File: src/rtl/ebt_pkg.sv
// package: register map, field positions and prescaler constants of the timer
package ebt_pkg;
    localparam logic [11:0] OFS_CONTROL = 12'h000;
    localparam logic [11:0] OFS_STATUS  = 12'h004;
    localparam logic [11:0] OFS_CONST_A = 12'h008;
    localparam logic [11:0] OFS_CONST_B = 12'h00c;
    localparam logic [11:0] OFS_COUNT   = 12'h010;
    localparam logic [11:0] OFS_AUX     = 12'h014;

    localparam int CTL_CLK_LSB   = 0;
    localparam int CTL_CLR_LSB   = 3;
    localparam int CTL_WRAP_IE   = 5;
    localparam int CTL_MATCHA_IE = 6;
    localparam int CTL_MATCHB_IE = 7;
    localparam int STS_WRAP      = 5;
    localparam int STS_MATCHA    = 6;
    localparam int STS_MATCHB    = 7;
    localparam int AUX_PRESCALE  = 0;

    localparam logic [7:0] RST_CONTROL = 8'h00;
    localparam logic [7:0] RST_CONST   = 8'hff;
    localparam logic [7:0] RST_COUNT   = 8'h00;
    localparam logic [7:0] RST_AUX     = 8'h00;

    localparam logic [2:0] CS_STOP0 = 3'h0;
    localparam logic [2:0] CS_DIV_A = 3'h1;
    localparam logic [2:0] CS_DIV_B = 3'h2;
    localparam logic [2:0] CS_DIV_C = 3'h3;
    localparam logic [2:0] CS_STOP4 = 3'h4;
    localparam logic [2:0] CS_EXT_R = 3'h5;
    localparam logic [2:0] CS_EXT_F = 3'h6;
    localparam logic [2:0] CS_EXT_B = 3'h7;

    localparam logic [1:0] CL_NONE  = 2'h0;
    localparam logic [1:0] CL_MATCH_A = 2'h1;
    localparam logic [1:0] CL_MATCH_B = 2'h2;
    localparam logic [1:0] CL_EXT   = 2'h3;

    // divide ratios of the prescaler; the falling edge of clock/N
    // lands where bit log2(N)-1 of a free counter goes from 1 to 0
    localparam int PRE_W     = 11;
    localparam int DIV_8     = 8;
    localparam int DIV_2     = 2;
    localparam int DIV_64    = 64;
    localparam int DIV_32    = 32;
    localparam int DIV_1024  = 1024;
    localparam int DIV_256   = 256;

    localparam logic [1:0] HTRANS_NONSEQ = 2'h2;
    localparam logic [1:0] HTRANS_SEQ    = 2'h3;
endpackage

File: src/rtl/ebt_timer.sv
// 8-bit timer channel with clock select, counter clear and ahb-lite regs
`timescale 1ns/1ps
module ebt_timer
    import ebt_pkg::*;
(
    // clock and reset
    input  wire logic        hclk,
    input  wire logic        hresetn,
    // ahb-lite slave
    input  wire logic        hsel,
    input  wire logic [11:0] haddr,
    input  wire logic [1:0]  htrans,
    input  wire logic        hwrite,
    input  wire logic [2:0]  hsize,
    input  wire logic [31:0] hwdata,
    input  wire logic        hready,
    output logic      [31:0] hrdata,
    output logic             hreadyout,
    output logic             hresp,
    // external pins
    input  wire logic        ext_clock,
    input  wire logic        ext_reset,
    // interrupt requests
    output logic             wrap_irq,
    output logic             match_a_irq,
    output logic             match_b_irq
);

    typedef struct packed {
        logic [7:0]       timer_control;
        logic [7:0]       aux_ctrl;
        logic [7:0]       match_const_a;
        logic [7:0]       match_const_b;
        logic [7:0]       count_value;
        logic             match_a_flag;
        logic             match_b_flag;
        logic             wrap_flag;
        logic             seen_a;
        logic             seen_b;
        logic             seen_w;
        logic [PRE_W-1:0] prescale;
        logic             ext_clk_d;
        logic             ext_rst_d;
        logic             dp_write;
        logic [11:0]      dp_addr;
        logic [31:0]      rdata;
    } ebt_state_s;

    ebt_state_s cur;
    ebt_state_s next_cur;

    logic [2:0] clock_sel;
    logic [1:0] clear_sel;
    logic       aux_prescale_sel;
    logic       tick;
    logic       fall_2;
    logic       fall_8;
    logic       fall_32;
    logic       fall_64;
    logic       fall_256;
    logic       fall_1024;
    logic [PRE_W-1:0] pre_inc;
    logic       ext_rise;
    logic       ext_fall;
    logic       rst_rise;
    logic       match_a;
    logic       match_b;
    logic       do_clear;
    logic [7:0] inc_count;
    logic       addr_ok;
    logic [7:0] wbyte;
    logic [7:0] sts_read;
    logic       sts_rd;
    logic       sts_wr;
    logic       wrap_set;
    logic       next_wrap_flag;
    logic       next_seen_w;
    logic       next_match_a_flag;
    logic       next_seen_a;
    logic       next_match_b_flag;
    logic       next_seen_b;

    assign clock_sel        = cur.timer_control[CTL_CLK_LSB +: 3];
    assign clear_sel        = cur.timer_control[CTL_CLR_LSB +: 2];
    assign aux_prescale_sel = cur.aux_ctrl[AUX_PRESCALE];

    // falling edge of clock/N: bit log2(N)-1 drops on the next increment
    assign pre_inc   = cur.prescale + {{(PRE_W-1){1'b0}}, 1'b1};
    ebt_tap_fall #(.DIV(DIV_2)) u_tap_2 (
        .pre_now  (cur.prescale),
        .pre_next (pre_inc),
        .fall     (fall_2)
    );
    ebt_tap_fall #(.DIV(DIV_8)) u_tap_8 (
        .pre_now  (cur.prescale),
        .pre_next (pre_inc),
        .fall     (fall_8)
    );
    ebt_tap_fall #(.DIV(DIV_32)) u_tap_32 (
        .pre_now  (cur.prescale),
        .pre_next (pre_inc),
        .fall     (fall_32)
    );
    ebt_tap_fall #(.DIV(DIV_64)) u_tap_64 (
        .pre_now  (cur.prescale),
        .pre_next (pre_inc),
        .fall     (fall_64)
    );
    ebt_tap_fall #(.DIV(DIV_256)) u_tap_256 (
        .pre_now  (cur.prescale),
        .pre_next (pre_inc),
        .fall     (fall_256)
    );
    ebt_tap_fall #(.DIV(DIV_1024)) u_tap_1024 (
        .pre_now  (cur.prescale),
        .pre_next (pre_inc),
        .fall     (fall_1024)
    );

    // pin edges against the sample taken one cycle back
    ebt_pin_edge u_ext_clock_edge (
        .pin_now    (ext_clock),
        .pin_before (cur.ext_clk_d),
        .rise       (ext_rise),
        .fall       (ext_fall)
    );
    ebt_pin_edge u_ext_reset_edge (
        .pin_now    (ext_reset),
        .pin_before (cur.ext_rst_d),
        .rise       (rst_rise),
        .fall       ()
    );

    always_comb begin
        unique case (clock_sel)
            CS_STOP0, CS_STOP4: tick = 1'b0;
            CS_DIV_A: tick = aux_prescale_sel ? fall_2 : fall_8;
            CS_DIV_B: tick = aux_prescale_sel ? fall_32 : fall_64;
            CS_DIV_C: tick = aux_prescale_sel ? fall_256
                                              : fall_1024;
            CS_EXT_R: tick = ext_rise;
            CS_EXT_F: tick = ext_fall;
            CS_EXT_B: tick = ext_rise | ext_fall;
        endcase
    end

    assign match_a = (cur.count_value == cur.match_const_a);
    assign match_b = (cur.count_value == cur.match_const_b);

    always_comb begin
        unique case (clear_sel)
            CL_NONE:    do_clear = 1'b0;
            CL_MATCH_A: do_clear = match_a;
            CL_MATCH_B: do_clear = match_b;
            CL_EXT:     do_clear = rst_rise;
        endcase
    end

    assign inc_count = cur.count_value + 8'h01;
    assign addr_ok   = hsel & hready & htrans[1];
    assign wbyte     = hwdata[7:0];
    assign sts_read  = {cur.match_b_flag, cur.match_a_flag, cur.wrap_flag,
                        5'h00};

    // a status read arms in its address phase, the same cycle it samples
    assign sts_rd   = addr_ok & ~hwrite & (haddr == OFS_STATUS);
    assign sts_wr   = cur.dp_write & (cur.dp_addr == OFS_STATUS);
    assign wrap_set = tick & ~do_clear & (cur.count_value == 8'hff);

    ebt_flag_bit u_flag_wrap (
        .flag_now  (cur.wrap_flag),
        .seen_now  (cur.seen_w),
        .set_event (wrap_set),
        .rd_status (sts_rd),
        .wr_status (sts_wr),
        .wr_bit    (wbyte[STS_WRAP]),
        .next_flag (next_wrap_flag),
        .next_seen (next_seen_w)
    );
    ebt_flag_bit u_flag_match_a (
        .flag_now  (cur.match_a_flag),
        .seen_now  (cur.seen_a),
        .set_event (match_a),
        .rd_status (sts_rd),
        .wr_status (sts_wr),
        .wr_bit    (wbyte[STS_MATCHA]),
        .next_flag (next_match_a_flag),
        .next_seen (next_seen_a)
    );
    ebt_flag_bit u_flag_match_b (
        .flag_now  (cur.match_b_flag),
        .seen_now  (cur.seen_b),
        .set_event (match_b),
        .rd_status (sts_rd),
        .wr_status (sts_wr),
        .wr_bit    (wbyte[STS_MATCHB]),
        .next_flag (next_match_b_flag),
        .next_seen (next_seen_b)
    );

    always_comb begin
        next_cur           = cur;
        next_cur.prescale  = pre_inc;
        next_cur.ext_clk_d = ext_clock;
        next_cur.ext_rst_d = ext_reset;
        next_cur.dp_write  = addr_ok & hwrite;
        if (addr_ok) begin
            next_cur.dp_addr = haddr;
        end

        // counter: clear wins over count
        if (do_clear) begin
            next_cur.count_value = 8'h00;
        end else if (tick) begin
            next_cur.count_value = inc_count;
        end

        // software access in the data phase
        if (cur.dp_write) begin
            unique case (cur.dp_addr)
                OFS_CONTROL: next_cur.timer_control = wbyte;
                OFS_AUX:     next_cur.aux_ctrl      = {7'h00, wbyte[0]};
                OFS_CONST_A: next_cur.match_const_a = wbyte;
                OFS_CONST_B: next_cur.match_const_b = wbyte;
                OFS_COUNT:   next_cur.count_value   = wbyte;
                default: ;
            endcase
        end

        // flags and their read-as-one marks come from the flag cells
        next_cur.wrap_flag    = next_wrap_flag;
        next_cur.seen_w       = next_seen_w;
        next_cur.match_a_flag = next_match_a_flag;
        next_cur.seen_a       = next_seen_a;
        next_cur.match_b_flag = next_match_b_flag;
        next_cur.seen_b       = next_seen_b;

        // read data registered for the next data phase
        next_cur.rdata = 32'h0000_0000;
        if (addr_ok && !hwrite) begin
            unique case (haddr)
                OFS_CONTROL: next_cur.rdata = {24'h0, cur.timer_control};
                OFS_STATUS:  next_cur.rdata = {24'h0, sts_read};
                OFS_CONST_A: next_cur.rdata = {24'h0, cur.match_const_a};
                OFS_CONST_B: next_cur.rdata = {24'h0, cur.match_const_b};
                OFS_COUNT:   next_cur.rdata = {24'h0, cur.count_value};
                OFS_AUX:     next_cur.rdata = {24'h0, cur.aux_ctrl};
                default:     next_cur.rdata = 32'h0000_0000;
            endcase
        end
    end

    always_ff @(posedge hclk or negedge hresetn) begin
        if (!hresetn) begin
            cur               <= '0;
            cur.timer_control <= RST_CONTROL;
            cur.aux_ctrl      <= RST_AUX;
            cur.match_const_a <= RST_CONST;
            cur.match_const_b <= RST_CONST;
            cur.count_value   <= RST_COUNT;
        end else begin
            cur <= next_cur;
        end
    end

    assign hrdata    = cur.rdata;
    assign hreadyout = 1'b1;
    assign hresp     = 1'b0;

    assign wrap_irq    = cur.wrap_flag
                         & cur.timer_control[CTL_WRAP_IE];
    assign match_a_irq = cur.match_a_flag
                         & cur.timer_control[CTL_MATCHA_IE];
    assign match_b_irq = cur.match_b_flag
                         & cur.timer_control[CTL_MATCHB_IE];
endmodule

// falling edge of one prescaler tap, seen one increment ahead
module ebt_tap_fall
    import ebt_pkg::*;
#(
    parameter int DIV = 2
)
(
    // free counter now and after its next increment
    input  wire logic [PRE_W-1:0] pre_now,
    input  wire logic [PRE_W-1:0] pre_next,
    // one-cycle tick
    output logic                  fall
);
    localparam int TAP = $clog2(DIV) - 1;

    assign fall = pre_now[TAP] & ~pre_next[TAP];
endmodule

// edge pulses of a pin against its sample of the last cycle
module ebt_pin_edge (
    // pin now and one cycle back
    input  wire logic pin_now,
    input  wire logic pin_before,
    // edge pulses
    output logic      rise,
    output logic      fall
);
    assign rise = pin_now & ~pin_before;
    assign fall = ~pin_now & pin_before;
endmodule

// one status flag, set by hardware, cleared by 0 after a read of 1
module ebt_flag_bit (
    // flag and its read-as-one mark
    input  wire logic flag_now,
    input  wire logic seen_now,
    // hardware set event
    input  wire logic set_event,
    // status read in its address phase, write in its data phase
    input  wire logic rd_status,
    input  wire logic wr_status,
    input  wire logic wr_bit,
    // next flag and mark
    output logic      next_flag,
    output logic      next_seen
);
    logic do_clr;

    // a 0 clears only after a read of 1; writing 1 is ignored
    assign do_clr    = wr_status & ~wr_bit & seen_now;
    // hardware set wins over a clear in the same cycle
    assign next_flag = set_event | (flag_now & ~do_clr);
    assign next_seen = ~do_clr & (seen_now | (rd_status & flag_now));
endmodule

File: config.mk
export PLATFORM = sky130hd
export DESIGN_NAME = ebt_timer
export DESIGN_NICKNAME = d
export VERILOG_FILES = /design/src/rtl/ebt_pkg.sv /design/src/rtl/ebt_timer.sv
export SDC_FILE = /design/constraint.sdc
export NUM_CORES = 1
export LEC_CHECK = 0
export BUFFER_PORTS_ARGS = -buffer_cell sky130_fd_sc_hd__buf_2
export CAP_MARGIN = 20
export CORE_MARGIN = 5
export CORE_UTILIZATION = 45
export DETAILED_ROUTE_END_ITERATION = 16
export GPL_TIMING_DRIVEN = 0
export PLACE_DENSITY = 0.67
export REMOVE_ABC_BUFFERS = 1
export SYNTH_ARGS = -nofsm -noshare
export SYNTH_HDL_FRONTEND = slang
export SYNTH_SLANG_ARGS = --single-unit
File: constraint.sdc
create_clock -name hclk -period 2.75 [get_ports hclk]
set_input_delay 0.275 -clock hclk [delete_from_list [all_inputs] [get_ports hclk]]
set_output_delay 0.275 -clock hclk [all_outputs]
set_load 0.1 [all_outputs]
==> summary.txt <==
Timing
  • Fin. Hold Viols: 0
  • Clock skew: 0.0114 ns
  • Least-Margin Pin Slew: 0.940 ns
  • Min Hold Slack: 0.0424 ns
  • Setup_tns: 0 ns
  • RSZ-0062 raised after global routing: false
  • Tcrit/Tclk final: 92.0%
  • Max Freq: 395 MHz
  • Tmin final: 2.53 ns
  • Final setup viols: 0
  • Relative slew slack: 37.1%
  • Final Max Slew Viols: 0

Placed design
  • Cells after DPL: 460
  • DP Wirelength: 5610 µm
  • Port Buffers: 38
  • Placer Congestion: slightly below 0.8
  • Area after DPL: 4040 µm²

Cells and area
  • Ant. Diodes: 0
  • Fill cell count: around 790
  • Layout cell share with drive strength beyond 1: 35.3%
  • Final non-filler cell total: 476
  • Commonest non-fill, non-tap cell in the layout: dfrtp_1
  • Design area: 4310 µm²
  • Area growth from synthesis to final layout: 8.36%
  • Most frequent cells in the layout: dfrtp_1 (56), buf_2 (37), mux2_2 (35), conb_1 (26), xor2_1 (21)
  • Nets: 428

Logic synthesis
  • Mapped Area: 3980 µm²
  • Ys flop type: dfrtp_1
  • Synth cell types: 52
  • Yosys reg bits: 72
  • Cells after synthesis: 340
  • Post-synth ARST share: 100%
  • Post-synth EDFFs: 0
  • Register area share after synthesis: 45.8%
  • YS warnings: 0
  • Syn avg cell area: between 10 and 15 µm²

Floorplan
  • Chip width: about 100 µm
  • Initial Util: 45.8%
  • Die Footprint: 10,800 µm²
  • I/O pin count: 93
  • Standard-cell rows: 34
  • Die Ht: 104 µm
  • Core ar.: roughly 8700 µm²

CTS
  • CTS Buf Count: 9
  • Hold Buf Count CTS: 0
  • Worst-path clk slew: 0.08 ns
  • Maximum root-to-sink buffer count: 2
  • CTS Sinks: just over 70
  • H-tree depth: 3
  • Clock Latency Late Sink: 0.35 ns
  • # resized after CTS: 0
  • Post-CTS setup buffer count: 0
  • Clock root buffer: clkbuf_8
  • CTS tree: built

Drt
  • 1st-pass router iterations: 4
  • Wire per inst: roughly 16 µm
  • Vias: 2,532
  • Via/cell ratio: 5.32
  • Final ANT Viol Nets: 0
  • Wirelength, routed: 7770 µm
  • Initial DRC count: between 100 and 150
  • Residual DRC count: 0

Pwr
  • Max IR drop VDD: 0.271 mV
  • Comb power frac: 17.8%
  • Leak pwr: roughly 2.1 nW
  • Power density cells: ~650 nW/µm²
  • Reg power frac: 42.2%
  • Switching Fraction: 28.6%
  • Internal Dissipation: approximately 2.0 mW
  • Psw: 0.796 mW
  • Clock network fraction of total power: 40.0%

Critical path
  • R2R depth: 10
  • Critical path class: register to register
  • Worst r2r src: cur[51]$_DFF_PN0_
  • CP Capture Type: register
  • Crit-path max FO: 8
  • Crit start category: register
  • Crit path DAT: 2.77 ns
  • Worst r2r dst: cur[65]$_DFF_PN0_
  • Worst R2R Setup Slack: 0.22 ns
  • CP required: roughly 3 ns

Global route
  • Largest net degree at the start of global routing: 73
  • First-pass GRT wire length: around 13,000 µm
  • GRT Total Usage: 15.0%
  • Initial antenna violation count: 0
  • Total gr overflow: 0
  • Vias in the first global route: 2,552

Run
  • Max Cap Violations: 0

Run status
  • Status: finished, final reports clean

Min path
  • Min-delay worst type: input port to async pin
[routing by layer]
metal | part of all wire (%) | GRT usage (%)
met5 | 0 | 0
met4 | 0.91 | 5.09
met3 | 6.7 | 4.66
met2 | 48 | 23.5
met1 | 45 | 19.7
[how the worst max path moves through the flow]
| stage | slack, ns | endpoint | start | cells after the start |
|---|---|---|---|---|
| 6_report | 0.22 | cur[65]$_DFF_PN0_ | cur[51]$_DFF_PN0_ | 10 |
| 3_5_place_dp | 0.20 | cur[65]$_DFF_PN0_ | cur[51]$_DFF_PN0_ | 10 |
| 5_1_grt | 0.04 | cur[65]$_DFF_PN0_ | cur[51]$_DFF_PN0_ | 10 |
| 4_1_cts | 0.21 | cur[65]$_DFF_PN0_ | cur[51]$_DFF_PN0_ | 10 |
| 2_1_floorplan | 0.40 | cur[65]$_DFF_PN0_ | cur[51]$_DFF_PN0_ | 10 |
| 3_3_place_gp | 0.23 | cur[65]$_DFF_PN0_ | cur[51]$_DFF_PN0_ | 10 |
[registers in the layout, summed over array words and instances, names as in the netlist]
register          count
aux_prescale_sel      1
clear_sel             2
clock_sel             3
cur                  58
hrdata                8
[critical path: stages (launching register included)]
cell and delay [ns]:
dfrtp_1 0.40, and3_1 0.20, nor2b_1 0.14, and3_1 0.18, ha_1 0.17, mux2i_1 0.13
o22ai_1 0.09, nor3_2 0.42, or2_4 0.22, mux2_4 0.29, a22o_1 0.19
[power groups by stage]
stage | Combinational, mW | Clock (mW) | Sequential [mW]
2_1_floorplan | 0.391 | 0 | 1.18
3_3_place_gp | 0.493 | 0 | 1.19
3_5_place_dp | 0.499 | 0 | 1.19
4_1_cts | 0.500 | 1.13 | 1.18
5_1_grt | 0.532 | 1.19 | 1.18
6_report | 0.496 | 1.11 | 1.17
[kinds of logic after synthesis]
| family | count (synthesis) | synth area share [%] |
|---|---|---|
| simple gates | 86 | 13.3 |
| flops | 72 | 45.8 |
| buf+inv | 59 | 9.75 |
| mux | 51 | 15.4 |
| compound gates | 35 | 7.04 |
| xor+xnor | 26 | 5.72 |
| fa+ha+maj | 9 | 2.83 |
| other cells | 2 | 0.189 |
[cell usage after synthesis (2+ instances only)]
cell       n  area [µm²]
nor3b_1    4        30.0
clkbuf_1   5        18.8
o21ai_0    8        40.0
inv_1      9        33.8
o31ai_1    4        30.0
nor4_2     4        50.1
ha_1       9         113
o31ai_2    2        25.0
nand3b_1   4        30.0
a22oi_1    2        15.0
nand2b_1   2        12.5
nor2_2     3        18.8
and2_1     5        31.3
xor2_1    21         184
nor3_1     4        20.0
and3_1     3        18.8
buf_2      6        30.0
buf_4     34         255
nor4_1     4        25.0
conb_1     2        7.51
dfstp_2   16         420
nand3_1    9        45.0
mux2_2    35         394
xnor2_1    5        43.8
a21oi_1    2        10.0
nand4b_1   2        17.5
mux2_4     9         135
buf_6      4        45.0
nand2_1    9        33.8
nand4_1    3        18.8
a221oi_1   2        17.5
or3_1      3        18.8
nor2_1    18        67.6
nor2b_1    3        18.8
a222oi_1   4        40.0
dfrtp_1   56        1400
a22o_1     5        43.8
mux2i_1    6        60.1
[stage by stage]
step,utilization [%],power [mW],setup WS [ns]
CTS,49.7,2.81,0.206
detailed placement,46.6,1.69,0.197
global route,49.7,2.90,0.0389
finish,49.7,2.78,0.221
floorplan,-,1.57,0.398
global placement,46.6,1.68,0.231
[area by class of cell]
| cell class | instances | area [µm²] | share of cell area (%) |
|---|---|---|---|
| timing repair buffer | 38 | 193 | 4.47 |
| sequential | 72 | 1820 | 42.3 |
| inverter | 9 | 33.8 | 0.784 |
| clock buffer | 11 | 141 | 3.28 |
| tap | 108 | 135 | 3.13 |
| clock inverter | 5 | 128 | 2.96 |
| multi-input combinational | 233 | 1860 | 43.1 |
(Power assumes the default switching activity.)
